### config.mk
export PLATFORM = sky130hd
export DESIGN_NAME = iofs_top
export DESIGN_NICKNAME = d
export VERILOG_FILES = /design/src/core/iofs_pkg.sv /design/src/core/iofs_top.sv
export SDC_FILE = /design/constraint.sdc
export NUM_CORES = 1
export LEC_CHECK = 0
export BUFFER_PORTS_ARGS = -buffer_cell sky130_fd_sc_hd__buf_4
export CAP_MARGIN = 20
export CORE_MARGIN = 2
export CORE_UTILIZATION = 45
export CTS_BUF_LIST = sky130_fd_sc_hd__clkbuf_16
export DETAILED_ROUTE_END_ITERATION = 8
export PLACE_DENSITY = 0.77
export SYNTH_ARGS = -nofsm -noshare
export SYNTH_HDL_FRONTEND = slang
export SYNTH_SLANG_ARGS = --single-unit
### constraint.sdc
create_clock -name clock -period 2.6 [get_ports clock]
set_clock_uncertainty 0.05 [all_clocks]
set_input_delay 0.52 -clock clock [delete_from_list [all_inputs] [get_ports clock]]
set_output_delay 0.52 -clock clock [all_outputs]
set_load 0.03 [all_outputs]
### src/core/iofs_pkg.sv
// shared constants, types and code table for the internal oscillator frequency select
package iofs_pkg;

  // ----------------------------------------
  // clock and timing
  // ----------------------------------------
  localparam int CLK_PERIOD_NS = 10; // 100 mhz core clock
  localparam int SAME_SWITCH_NS = 50; // retune within one source
  localparam int SRC_SWITCH_NS = 2000; // hand over to another source
  // least times, rounded up to whole cycles
  localparam int SAME_SWITCH_CYC = (SAME_SWITCH_NS + CLK_PERIOD_NS - 1) / CLK_PERIOD_NS;
  localparam int SRC_SWITCH_CYC = (SRC_SWITCH_NS + CLK_PERIOD_NS - 1) / CLK_PERIOD_NS;
  localparam int CNT_W = 8; // wide enough for the longer wait

  // ----------------------------------------
  // register map
  // ----------------------------------------
  localparam logic [3:0] OSC_CTRL_OFS = 4'h0; // osc_control_reg
  localparam logic [3:0] OSC_STAT_OFS = 4'h4; // active selection status
  // osc_control_reg fields
  localparam int CSS_LSB = 0; // clock_source_select, 2 bits
  localparam int FSEL_LSB = 3; // freq_select, 4 bits
  localparam int SPLL_BIT = 7; // soft_pll_enable
  // status fields
  localparam int ST_BUSY_BIT = 0;
  localparam int ST_SRC_LSB = 1;
  localparam int ST_DIV_LSB = 3;
  localparam int ST_PLL_BIT = 7;

  // ----------------------------------------
  // reset values and encodings
  // ----------------------------------------
  localparam logic [3:0] FREQ_RESET = 4'h7; // 500 khz
  localparam logic [3:0] FREQ_PLL_CODE = 4'he; // 8 mhz fast osc, pll input
  localparam logic [1:0] CSS_RESET = 2'h0;
  localparam logic [1:0] CSS_CONFIG = 2'h0; // use config_osc_type clock
  localparam logic [2:0] OSC_TYPE_INTERNAL = 3'h4;

  // ----------------------------------------
  // types
  // ----------------------------------------
  typedef enum logic [1:0] {SRC_SLOW, SRC_MID, SRC_FAST, SRC_PLL} iofs_src_e; // mux inputs

  typedef struct packed {
    iofs_src_e src; // which oscillator feeds the mux
    logic [3:0] div_exp; // postscaler divide is 2**div_exp
  } iofs_sel_s;

  localparam iofs_sel_s SEL_RESET = '{src: SRC_FAST, div_exp: 4'h5}; // 16 mhz / 32

  // code table: fast osc is 16 mhz, mid tap 500 khz, slow osc 31 khz
  function automatic iofs_sel_s iofs_decode(input logic [3:0] code);
    iofs_sel_s s;
    s = '{src: SRC_FAST, div_exp: 4'h0};
    case (code)
      4'h0: s = '{src: SRC_SLOW, div_exp: 4'h0}; // 31 khz
      4'h1: s = '{src: SRC_FAST, div_exp: 4'h9}; // 31.25 khz
      4'h2: s = '{src: SRC_MID, div_exp: 4'h4}; // 31.25 khz
      4'h3: s = '{src: SRC_MID, div_exp: 4'h3}; // 62.5 khz
      4'h4: s = '{src: SRC_MID, div_exp: 4'h2}; // 125 khz
      4'h5: s = '{src: SRC_MID, div_exp: 4'h1}; // 250 khz
      4'h6: s = '{src: SRC_MID, div_exp: 4'h0}; // 500 khz
      4'h7: s = '{src: SRC_FAST, div_exp: 4'h5}; // 500 khz
      4'h8: s = '{src: SRC_FAST, div_exp: 4'h8}; // 62.5 khz
      4'h9: s = '{src: SRC_FAST, div_exp: 4'h7}; // 125 khz
      4'ha: s = '{src: SRC_FAST, div_exp: 4'h6}; // 250 khz
      4'hb: s = '{src: SRC_FAST, div_exp: 4'h4}; // 1 mhz
      4'hc: s = '{src: SRC_FAST, div_exp: 4'h3}; // 2 mhz
      4'hd: s = '{src: SRC_FAST, div_exp: 4'h2}; // 4 mhz
      4'he: s = '{src: SRC_FAST, div_exp: 4'h1}; // 8 mhz
      default: s = '{src: SRC_FAST, div_exp: 4'h0}; // 16 mhz
    endcase
    return s;
  endfunction

endpackage

### src/core/iofs_top.sv
// internal oscillator frequency select: control register, source mux control and pll gating
// ----------------------------------------
// How it works
// - fast postscaler and slow osc share one mux
// - four-bit field picks the mux frequency
// - any reset loads select with 0111
// - duplicate codes; same-source switch is faster
// - pll times four gives 32 mhz
// - pll mode needs internal osc config type
// - pll mode needs clock source select 00
// - pll mode needs select code 1110
// - pll on by soft or config bit
// - config bit locks pll, no plain 8mhz
// - source select 1x keeps pll out
// ----------------------------------------
//
// The register addresses and the Wishbone interface to the registers were chosen for this implementation.
`timescale 1ns/1ps
`default_nettype none

module iofs_top
  import iofs_pkg::*;
#(
  parameter int ADR_W = 4
) (
  // clock and reset
  input wire logic clock,
  input wire logic rst,
  // wishbone classic slave
  input wire logic wb_cyc_i,
  input wire logic wb_stb_i,
  input wire logic wb_we_i,
  input wire logic [ADR_W-1:0] wb_adr_i,
  input wire logic [31:0] wb_dat_i,
  input wire logic [3:0] wb_sel_i,
  output logic [31:0] wb_dat_o,
  output logic wb_ack_o,
  // configuration word levels
  input wire logic [2:0] config_osc_type,
  input wire logic config_pll_enable,
  // clock mux control
  output iofs_sel_s mux_sel,
  output logic mux_switching,
  output logic pll_enable,
  output logic [1:0] clock_source_out
);

  // ----------------------------------------
  // control register
  // ----------------------------------------
  logic [3:0] freq_select; // chosen frequency code
  logic [1:0] clock_source_select; // system clock source
  logic soft_pll_enable; // software pll request
  logic bus_req; // new request this cycle
  logic bus_wr; // new write with low byte lane

  assign bus_req = wb_cyc_i && wb_stb_i && !wb_ack_o;
  assign bus_wr = bus_req && wb_we_i && wb_sel_i[0];

  // register writes, reset returns to 500 khz
  always_ff @(posedge clock) begin
    if (rst) begin
      freq_select <= FREQ_RESET;
      clock_source_select <= CSS_RESET;
      soft_pll_enable <= 1'b0;
    end else if (bus_wr && wb_adr_i[3:0] == OSC_CTRL_OFS) begin
      freq_select <= wb_dat_i[FSEL_LSB +: 4];
      clock_source_select <= wb_dat_i[CSS_LSB +: 2];
      soft_pll_enable <= wb_dat_i[SPLL_BIT];
    end
  end

  // ----------------------------------------
  // target selection
  // ----------------------------------------
  logic pll_req; // pll wanted by either bit
  logic want_pll; // every pll condition met
  iofs_sel_s target_sel; // selection the mux should reach

  // config bit forces pll on, software cannot clear it
  assign pll_req = soft_pll_enable || config_pll_enable;

  // pll only on internal type, css 00, code 1110
  assign want_pll = pll_req
    && config_osc_type == OSC_TYPE_INTERNAL
    && clock_source_select == CSS_CONFIG
    && freq_select == FREQ_PLL_CODE;

  // pll path overrides the plain 8 mhz tap
  always_comb begin
    target_sel = iofs_decode(freq_select);
    if (want_pll) begin
      target_sel = '{src: SRC_PLL, div_exp: 4'h0};
    end
  end

  // ----------------------------------------
  // mux switch sequencer
  // ----------------------------------------
  typedef enum logic {ST_IDLE, ST_SWITCH} iofs_state_e;
  iofs_state_e state; // sequencer state
  logic [CNT_W-1:0] wait_cnt; // cycles left in switch
  iofs_sel_s pending_sel; // selection being moved to
  logic start_sw; // a change is accepted now
  logic same_src; // change stays on one source

  assign start_sw = state == ST_IDLE && target_sel != mux_sel;
  assign same_src = target_sel.src == mux_sel.src;

  // state and wait counter; the mux moves only when the wait is over
  always_ff @(posedge clock) begin
    if (rst) begin
      state <= ST_IDLE;
      wait_cnt <= '0;
      pending_sel <= SEL_RESET;
    end else begin
      case (state)
        ST_IDLE: begin
          if (start_sw) begin
            state <= ST_SWITCH;
            pending_sel <= target_sel;
            // same source retunes quickly, new source waits longer
            if (same_src) begin
              wait_cnt <= CNT_W'(SAME_SWITCH_CYC - 1);
            end else begin
              wait_cnt <= CNT_W'(SRC_SWITCH_CYC - 1);
            end
          end
        end
        ST_SWITCH: begin
          if (wait_cnt == '0) begin
            state <= ST_IDLE;
          end else begin
            wait_cnt <= wait_cnt - 1'b1;
          end
        end
        default: begin
          state <= ST_IDLE;
        end
      endcase
    end
  end

  // mux control outputs; one selection drives the single mux
  always_ff @(posedge clock) begin
    if (rst) begin
      mux_sel <= SEL_RESET;
      mux_switching <= 1'b0;
    end else begin
      if (start_sw) begin
        mux_switching <= 1'b1;
      end else if (state == ST_SWITCH && wait_cnt == '0) begin
        mux_sel <= pending_sel;
        mux_switching <= 1'b0;
      end
    end
  end

  // pll enable and source select to the system clock switch
  always_ff @(posedge clock) begin
    if (rst) begin
      pll_enable <= 1'b0;
      clock_source_out <= CSS_RESET;
    end else begin
      pll_enable <= pll_req;
      clock_source_out <= clock_source_select;
    end
  end

  // ----------------------------------------
  // bus answer
  // ----------------------------------------
  // one-cycle ack; unmapped reads return zero
  always_ff @(posedge clock) begin
    if (rst) begin
      wb_ack_o <= 1'b0;
      wb_dat_o <= '0;
    end else begin
      wb_ack_o <= bus_req;
      wb_dat_o <= '0;
      if (bus_req && !wb_we_i) begin
        if (wb_adr_i[3:0] == OSC_CTRL_OFS) begin
          wb_dat_o[FSEL_LSB +: 4] <= freq_select;
          wb_dat_o[CSS_LSB +: 2] <= clock_source_select;
          wb_dat_o[SPLL_BIT] <= soft_pll_enable;
        end else if (wb_adr_i[3:0] == OSC_STAT_OFS) begin
          wb_dat_o[ST_BUSY_BIT] <= mux_switching;
          wb_dat_o[ST_SRC_LSB +: 2] <= mux_sel.src;
          wb_dat_o[ST_DIV_LSB +: 4] <= mux_sel.div_exp;
          wb_dat_o[ST_PLL_BIT] <= pll_enable;
        end
      end
    end
  end

  // ----------------------------------------
  // checks
  // ----------------------------------------
  // reset restores 500 khz code and selection
  reset_default_a: assert property (@(posedge clock)
    rst |=> freq_select == 4'h7 && mux_sel == SEL_RESET && !mux_switching)
    else $error("reset did not restore the 500 khz selection");

  // mux takes the pending selection as the wait ends
  mux_apply_a: assert property (@(posedge clock) disable iff (rst)
    $fell(mux_switching) |-> mux_sel == $past(pending_sel))
    else $error("mux did not take the pending selection");

  // same-source change lasts exactly five cycles
  same_src_fast_a: assert property (@(posedge clock) disable iff (rst)
    (start_sw && same_src) |=> mux_switching[*5] ##1 !mux_switching)
    else $error("same source switch has wrong length");

  // source change is held longer than a retune
  new_src_slow_a: assert property (@(posedge clock) disable iff (rst)
    (start_sw && !same_src) |=> mux_switching[*8])
    else $error("source change ended too soon");

  // code zero always selects the slow oscillator
  slow_code_a: assert property (@(posedge clock) disable iff (rst)
    freq_select == 4'h0 |-> target_sel.src == SRC_SLOW)
    else $error("code zero did not pick the slow oscillator");

  // pll path only with all its conditions
  pll_gate_a: assert property (@(posedge clock) disable iff (rst)
    target_sel.src == SRC_PLL |-> config_osc_type == 3'h4
      && clock_source_select == 2'h0 && freq_select == 4'he && pll_req)
    else $error("pll path taken without its conditions");

  // source select 1x never reaches the pll
  css_block_a: assert property (@(posedge clock) disable iff (rst)
    clock_source_select[1] |-> target_sel.src != SRC_PLL)
    else $error("pll used with source select 1x");

  // config bit holds the pll on whatever software writes
  pll_lock_a: assert property (@(posedge clock) disable iff (rst)
    (!rst && config_pll_enable) |=> pll_enable)
    else $error("pll dropped while config bit set");

  // software bit alone turns the pll on
  soft_pll_a: assert property (@(posedge clock) disable iff (rst)
    $rose(soft_pll_enable) |=> pll_enable)
    else $error("software pll bit ignored");

  // 8 mhz code with pll conditions never gives plain 8 mhz
  no_plain_8m_a: assert property (@(posedge clock) disable iff (rst)
    (want_pll && !mux_switching && state == ST_IDLE) |=> mux_sel.src == SRC_PLL || mux_switching)
    else $error("plain 8 mhz kept while pll selected");

  // bus ack lasts one cycle
  bus_ack_a: assert property (@(posedge clock) disable iff (rst)
    bus_req |=> wb_ack_o ##1 !wb_ack_o)
    else $error("bus ack not a single cycle");

  // mux selection only moves as a switch completes
  mux_hold_a: assert property (@(posedge clock) disable iff (rst)
    !(state == ST_SWITCH && wait_cnt == '0) |=> $stable(mux_sel))
    else $error("mux selection moved outside a switch end");

  // with neither bit set the pll is off
  pll_follow_a: assert property (@(posedge clock) disable iff (rst)
    (!rst && !soft_pll_enable && !config_pll_enable) |=> !pll_enable)
    else $error("pll on without any enable bit");

  // source select output copies the register
  css_copy_a: assert property (@(posedge clock) disable iff (rst)
    !rst |=> clock_source_out == $past(clock_source_select))
    else $error("source select output does not follow register");

  // read data is zero outside the ack cycle
  ack_data_a: assert property (@(posedge clock) disable iff (rst)
    !wb_ack_o |-> wb_dat_o == '0)
    else $error("read data not zero without ack");

  // wait counter never exceeds the longer wait
  wait_bound_a: assert property (@(posedge clock) disable iff (rst)
    state == ST_SWITCH |-> wait_cnt < CNT_W'(SRC_SWITCH_CYC))
    else $error("switch wait counter out of range");

  // accepted control write loads the select field
  ctrl_write_a: assert property (@(posedge clock) disable iff (rst)
    (!rst && bus_wr && wb_adr_i[3:0] == OSC_CTRL_OFS) |=> freq_select == $past(wb_dat_i[FSEL_LSB +: 4]))
    else $error("control write did not load the select field");

  // refused accesses leave the select field alone
  refused_write_a: assert property (@(posedge clock) disable iff (rst)
    (!rst && bus_req && !(wb_we_i && wb_sel_i[0] && wb_adr_i[3:0] == OSC_CTRL_OFS)) |=> $stable(freq_select))
    else $error("select field changed by a refused access");

  // only code zero reaches the slow oscillator
  slow_src_a: assert property (@(posedge clock) disable iff (rst)
    target_sel.src == SRC_SLOW |-> freq_select == 4'h0)
    else $error("slow oscillator picked by a nonzero code");

  // an accepted change raises the switching flag next cycle
  switch_start_a: assert property (@(posedge clock) disable iff (rst)
    (!rst && start_sw) |=> mux_switching)
    else $error("switch accepted but flag not raised");

endmodule

`default_nettype wire

==> results of run 1 <==
[final timing paths]
kind | from | to | slack, ns | cells past startpoint
hold reg to reg | pending_sel[4] | pending_sel[4] | 0.41 | 2
setup reg to reg | clock_source_select[0] | pending_sel[1] | 0.44 | 6
hold / removal | wb_dat_i[3] | freq_select[0] | 0.40 | 2
setup / recovery | wb_adr_i[1] | flop | 0.34 | 9
[layer usage]
metal / GRT usage / up-vias / part of all wire
met5: 0 / - / 0
met3: 0.0448 / 9 / 0.048
li1: - / 1093 / -
met1: 0.231 / 1032 / 0.45
met4: 0.0561 / 0 / 0.012
met2: 0.308 / 53 / 0.49
[power by group through the flow]
| stage | combinational, W | sequential (W) | clock, W |
|---|---|---|---|
| 5_1_grt | 0.00101 | 0.000931 | 0.000772 |
| 3_5_place_dp | 0.000918 | 0.000929 | 0 |
| 2_1_floorplan | 0.000683 | 0.000936 | 0 |
| 4_1_cts | 0.000921 | 0.000913 | 0.000738 |
| 6_report | 0.000920 | 0.000915 | 0.000727 |
| 3_3_place_gp | 0.000899 | 0.000925 | 0 |
[logic make-up after synthesis]
family | count (synthesis) | share of synthesized area
AOI/OAI and AO/OA | 61 | 0.193
buffers and inverters | 53 | 0.115
DFF | 47 | 0.376
xor gates and xnor gates | 4 | 0.0140
and+or+nand+nor | 98 | 0.213
other | 1 | 0.00150
muxes | 14 | 0.0569
adders and majority gates | 6 | 0.0300
[area by class of cell]
class                           instances  area [µm²]  share of cell area
Clock buffer                            5         125              0.0415
Sequential cell                        47         941               0.312
Tap cell                               72        90.1              0.0299
Multi-Input combinational cell        207        1360               0.452
Clock inverter                          3        46.3              0.0154
Timing Repair Buffer                   50         375               0.125
Inverter                               20        75.1              0.0249
[worst max-delay path: stages]
cell and delay [ns]:
buf_4 0.12, or4_4 0.53, nor4_1 0.35, o21ai_0 0.19, inv_1 0.11, ha_1 0.17, inv_1 0.06, o221a_1 0.25
a21oi_1 0.13
[synthesized netlist by cell type (4+ instances only)]
master     n  area (µm²)
o31ai_1    5        37.5
ha_1       6        75.1
nor3_1    11        55.1
o32ai_1    4        35.0
dfxtp_1   47         941
a22oi_1    7        52.6
o211ai_1   5        37.5
nand3_1    9        45.0
clkbuf_1   8        30.0
buf_4     24         180
inv_1     19        71.3
nand3b_1   4        30.0
nand2_1   17        63.8
a21oi_1    9        45.0
nor2b_1    6        37.5
nor2_1    23        86.3
nor4_1     5        31.3
mux2i_1   12         120
nand4_1    5        31.3
[metrics by stage]
step	total power [W]	hold WS [ns]	instance area, µm²	utilization
after floorplan	0.00162	0.383	2590	-
after global placement	0.00182	0.398	2840	0.523
after detailed placement	0.00185	0.395	2840	0.523
after CTS	0.00257	0.404	3010	0.554
after global routing	0.00271	0.417	3010	0.554
final	0.00256	0.404	3010	0.554
==> reports/summary.txt, run 1 <==
Crit Path Max Fanout - 3
Via count - 2187
Ys async rst share - 0
Net Sw Frac - 0.354
Mapped cell area - 2500 µm²
Vias in the first global route - 1917
DP Cell Count - 396
Setup violators final - 0
Post-synth EDFFs - 0
Hold_buf cts - 0
Vias per inst - 5.41
Mapped Cells - 284
CTS root buffer - clkbuf_16
Layout cells sized above 1 - 0.196
Layout Cells excl Fill - 404
CTS max path bufs - 2
Largest net degree at the start of global routing - 32
Clk Latency, worst-skew pair - 0.29 ns
Number of routed nets with antenna violations - 0
# rows - 27
PD cells - 850 nW/µm²
I/O Pins - 92
Setup TNS - 0 ns
YS warnings - 0
DRT iter0 DRCs - 88
Hold violation total from the final report - 0
Fin crit share - 0.871
Worst Setup End Kind - flop
Layout fillers - 501
HP Class - input port to flop
Clock network fraction of total power - 0.284
Die area - 6180 µm²
Min Tclk post-route - 2.26 ns
Worst EP arrival - 2.43 ns
Seq pwr share - 0.357
Avg Cell Area, Syn - 8.82 µm²
Gp weighted congestion - 0.866
Critical path type - input port to flop
Reg clk slew, reported paths - 0.06 ns
Leading cell type in the layout, fill and taps excluded - buf_4
Static leakage - 1.31 nW
Diodes inserted - 0
Dpl ws - 0.0454 ns
Drt drc - 0
Switching power of the nets - 0.000907 W
CTS buffer count - 5
Die Y - 78.6 µm
RSZ-0062 raised after global routing - no
Area Growth Syn to Fin - 20.3%
Netlist cell types - 56
DR pass1 iterations - 4
WL final - 5.53 mm
Worst-margin pin slew - 0.784 ns
Relative slew margins - 0.478
Avg WL per Cell - 13.7 µm
Synth Flop Type - dfxtp_1
Commonest non-fill, non-tap cells in the layout - 50 x buf_4, 47 x dfxtp_1, 24 x conb_1, 23 x nor2_1, 19 x inv_1
Final worst slack - 0.336 ns
Seq cells post-synth - 47
DP HPWL - 4.07 mm
First-pass GRT wire length - 8.98 mm
GR Util All Layers - 0.183
Final Slew Violations - 0
Maximum vdd ir drop - 0.377 mV
Startpoint types - input port
Max Fclk - 442 MHz
Core ar. - 5440 µm²
IO Port Bufs - 39
Logic pwr share - 0.359
Critical Path RT - 2.77 ns
Max-Cap Viols - 0
TritonCTS clock tree - done
GRT overflow - 0
Initial antenna violation count - 0
Pint - 0.00165 W
Post-CTS Setup Bufs - 0
Nets - 386
Sequential area share after synthesis - 0.376
Initial Util - 0.461
Number of H-tree levels - 2
CTS resizes - 0
Status - finished, final reports clean
Die X - 78.6 µm
Clock Sink Count - 47
(Power assumes the default switching activity.)
==> run 2, diff against run 1 <==
Settings changed: CTS_BUF_LIST sky130_fd_sc_hd__clkbuf_16 to not set.
==> run 2 against run 1 <==
Sequential share of layout area increased by 0.59 points. Flip-flop and latch count unchanged. Total power shrank 7.4%. Clock power decreased by 26%. Register-to-register slack improved by 0.02 ns. Global-route usage down 0.24 points. Die area stayed put. Wire length fell by 0.92%. Largest power group unchanged. Critical path depth is the same. First-iteration DRC count is 1.1% higher.
==> reports/summary.txt, run 2 (synthesis gave the netlist of run 1 again) <==
DRT iter0 DRCs - 89
Top Layer Used - met4
# rows - 27
Avg WL per Cell - 13.6 µm
CTS root buffer - clkbuf_8
IO Port Bufs - 39
Nets - 386
Via count - 2159
Die area - 6180 µm²
Die Y - 78.6 µm
Commonest non-fill, non-tap cells in the layout - 50 x buf_4, 47 x dfxtp_1, 24 x conb_1, 23 x nor2_1, 19 x inv_1
I/O Pins - 92
Met2 Wirelength - 2.71 mm
CTS buffer count - 5
CTS resizes - 0
Layout cells sized above 1 - 0.196
Startpoint types - input port
Switching power of the nets - 0.000884 W
GR Util All Layers - 0.181
Critical Path RT - 2.79 ns
Die X - 78.6 µm
HP Class - input port to flop
Seq pwr share - 0.385
Met3 Routed Length - 252 µm
Sequential standard cell area - 941 µm²
Clk Latency, worst-skew pair - 0.30 ns
Hold violation total from the final report - 0
PD cells - 802 nW/µm²
TritonCTS clock tree - done
Maximum vdd ir drop - 0.371 mV
GRT overflow - 0
Worst-margin pin slew - 0.789 ns
Gp weighted congestion - 0.866
Leading cell type in the layout, fill and taps excluded - buf_4
Number of H-tree levels - 2
Crit Path Max Fanout - 3
Max Fclk - 445 MHz
Post-route cell area - 2960 µm²
Critical path type - input port to flop
Post-CTS Setup Bufs - 0
RSZ-0062 raised after global routing - no
Setup violators final - 0
Vias in the first global route - 1910
DP HPWL - 4.07 mm
Diodes inserted - 0
Flop2flop setup slack - 0.46 ns
Vias per inst - 5.34
DP Area - 2840 µm²
Metal-1 WL - 2.46 mm
CTS max path bufs - 2
Relative slew margins - 0.474
First-pass GRT wire length - 8.92 mm
DR pass1 iterations - 4
WL final - 5.48 mm
Number of routed nets with antenna violations - 0
Status - finished, final reports clean
Largest net degree at the start of global routing - 32
Multi-input gate area in the final layout - 1360 µm²
Max-Cap Viols - 0
Static leakage - 1.28 nW
Final Slew Violations - 0
Post-layout util - 0.544
Fin crit share - 0.864
Clock Sink Count - 47
Initial antenna violation count - 0
Core ar. - 5440 µm²
Reg clk slew, reported paths - 0.09 ns
Worst EP arrival - 2.43 ns
Layout fillers - 509
Drt drc - 0
Min Tclk post-route - 2.25 ns
Net Sw Frac - 0.373
Worst Setup End Kind - flop
Initial Util - 0.461
Area Growth Syn to Fin - 18.1%
Clock network fraction of total power - 0.228
Hold_buf cts - 0
Pint - 0.00149 W
Logic pwr share - 0.387
Setup TNS - 0 ns
run 2: cell types whose count changed in the layout (fill, tap and decap cells not counted):
cell	change
clkbuf_8	+5
clkbuf_16	-5
run 2: cell type report:
type | count | area share
Multi-Input combinational cell | 207 | 0.460
Clock buffer | 5 | 0.0233
Tap cell | 72 | 0.0305
Timing Repair Buffer | 50 | 0.127
Inverter | 20 | 0.0254
Sequential cell | 47 | 0.318
Clock inverter | 3 | 0.0157
run 2: critical path: stages:
cell and delay, ns:
buf_4 0.12, or4_4 0.53, nor4_1 0.35, o21ai_0 0.19
inv_1 0.11, ha_1 0.17, inv_1 0.06, o221a_1 0.25
a21oi_1 0.14
run 2: power by group through the flow:
stage	sequential [W]	clock (W)	combinational, W
finish	0.000913	0.000540	0.000919
CTS	0.000912	0.000552	0.000921
global placement	0.000925	0	0.000899
global route	0.000931	0.000580	0.00101
detailed placement	0.000929	0	0.000918
floorplan	0.000936	0	0.000683
run 2: metal layers:
layer	global-route usage	up-vias
met1	0.230	1016
met4	0.0561	0
met3	0.0379	6
met5	0	-
met2	0.305	48
li1	-	1089
run 2: through the flow:
stage	std cells	total power [W]	setup WS (ns)	hold slack (ns)
after floorplan	307	0.00162	0.140	0.383
after global placement	396	0.00182	0.0978	0.398
after detailed placement	396	0.00185	0.0454	0.395
after CTS	404	0.00238	0.354	0.383
after global routing	404	0.00252	0.307	0.399
final	404	0.00237	0.354	0.388
run 2: worst paths after layout:
kind                          start              to  depth (start not counted)
min reg2reg          pending_sel[4]  pending_sel[4]                          2
max reg2reg  clock_source_select[0]  pending_sel[1]                          6
max                     wb_adr_i[1]            flop                          9
min                     wb_dat_i[3]  freq_select[0]                          2
==> run 3, diff against run 2 <==
Settings changed: CAP_MARGIN 20 to not set, PLACE_DENSITY 0.77 to 0.82.
==> run 3 against run 2 <==
Wire length rose by 2.0%. Design area rose by 0.21%. First-iteration DRC count increased by 43%. Global-route usage rose by 0.53 points. Largest cell class unchanged.
==> reports/summary.txt, run 3 (synthesis gave the netlist of run 1 again) <==
Status - finished, final reports clean
Gp weighted congestion - 0.860
Layout cells sized above 1 - 0.196
Avg WL per Cell - 13.8 µm
Dpl ws - 0.0323 ns
Number of routed nets with antenna violations - 0
Initial Util - 0.461
Layout fillers - 509
GRT overflow - 0
Maximum vdd ir drop - 0.430 mV
Slowest CP cell - or4_4
CTS max path bufs - 2
Overall power - 0.00242 W
Worst EP arrival - 2.42 ns
Max-Cap Viols - 0
RSZ-0062 raised after global routing - no
Nets - 386
Core ar. - 5440 µm²
Post-layout util - 0.545
Final Slew Violations - 0
Initial antenna violation count - 0
Critical path type - input port to flop
WL final - 5.58 mm
CTS buffer count - 5
Min Tclk post-route - 2.25 ns
Drt drc - 0
Max Fclk - 445 MHz
Post-CTS Setup Bufs - 0
First-pass GRT wire length - 9.11 mm
Die Y - 78.6 µm
Commonest non-fill, non-tap cells in the layout - 50 x buf_4, 47 x dfxtp_1, 24 x conb_1, 23 x nor2_1, 19 x inv_1
Worst Setup End Kind - flop
CP Cell Sequence - buf_4, or4_4, buf_4, nor3_4, a211o_1, inv_1, ha_1, inv_1, mux2i_1, mux2i_1
HP Class - input port to flop
Static leakage - 1.29 nW
DP HPWL - 4.12 mm
Leading cell type in the layout, fill and taps excluded - buf_4
Die area - 6180 µm²
Startpoint types - input port
Crit Path Max Fanout - 4
Family with the most delay on the worst path - simple AND/OR/NAND/NOR gates
Vias in the first global route - 1995
Area Growth Syn to Fin - 18.3%
Clock Sink Count - 47
Number of H-tree levels - 2
CTS resizes - 0
# rows - 27
Layout Cells excl Fill - 404
Setup TNS - 0 ns
CTS root buffer - clkbuf_8
Clk Latency, worst-skew pair - 0.31 ns
Die X - 78.6 µm
Sequential standard cell area - 941 µm²
DP Cell Count - 396
Via count - 2204
Hold violation total from the final report - 0
TritonCTS clock tree - done
Multi-input gate area in the final layout - 1360 µm²
Max incr delay on CP - 0.54 ns
Relative slew margins - 0.486
Hold_buf cts - 0
Diodes inserted - 0
I/O Pins - 92
IO Port Bufs - 39
GR Util All Layers - 0.186
Setup violators final - 0
Critical Path RT - 2.78 ns
Worst-margin pin slew - 0.771 ns
Fin crit share - 0.864
Largest net degree at the start of global routing - 32
DRT iter0 DRCs - 127
Worst Path Buf+Inv - 4
Final worst slack - 0.353 ns
Reg clk slew, reported paths - 0.09 ns
DR pass1 iterations - 4
Vias per inst - 5.46
PD cells - 815 nW/µm²
-- run 3: routing by layer --
layer,vias up,share of wire,GRT usage
met4,0,0.016,0.0702
met2,67,0.50,0.312
li1,1085,-,-
met5,-,0,0
met1,1044,0.43,0.229
met3,8,0.054,0.0471
-- run 3: power breakdown --
part           internal, W  total, W  switching (W)
registers         0.000807  0.000902      0.0000951
logic             0.000396  0.000942       0.000546
clock network     0.000316  0.000573       0.000257
-- run 3: tightest hold or removal path, delay by kind of cell --
| kind | cells | cell delay, ns |
|---|---|---|
| buf+inv | 1 | 0.08 |
| simple gates | 1 | 0.07 |
| mux | 1 | 0.05 |
-- run 3: area by class of cell --
cell class	count	share of cell area
Inverter	20	0.0253
Sequential cell	47	0.317
Timing Repair Buffer	50	0.127
Clock buffer	6	0.0279
Tap cell	72	0.0304
Clock inverter	2	0.0131
Multi-Input combinational cell	207	0.459
-- run 3: final timing paths --
kind	start	end	slack (ns)	cells past startpoint
setup / recovery	wb_adr_i[1]	flop	0.35	10
hold / removal	wb_dat_i[0]	clock_source_select[0]	0.40	3
setup reg to reg	clock_source_select[0]	pending_sel[1]	0.43	6
hold reg to reg	pending_sel[4]	pending_sel[4]	0.41	2
-- run 3: metrics by stage --
stage	hold slack (ns)	cell area (µm²)
after floorplan	0.383	2590
after detailed placement	0.395	2840
final	0.396	2960
after global routing	0.400	2960
after CTS	0.396	2960
after global placement	0.397	2840
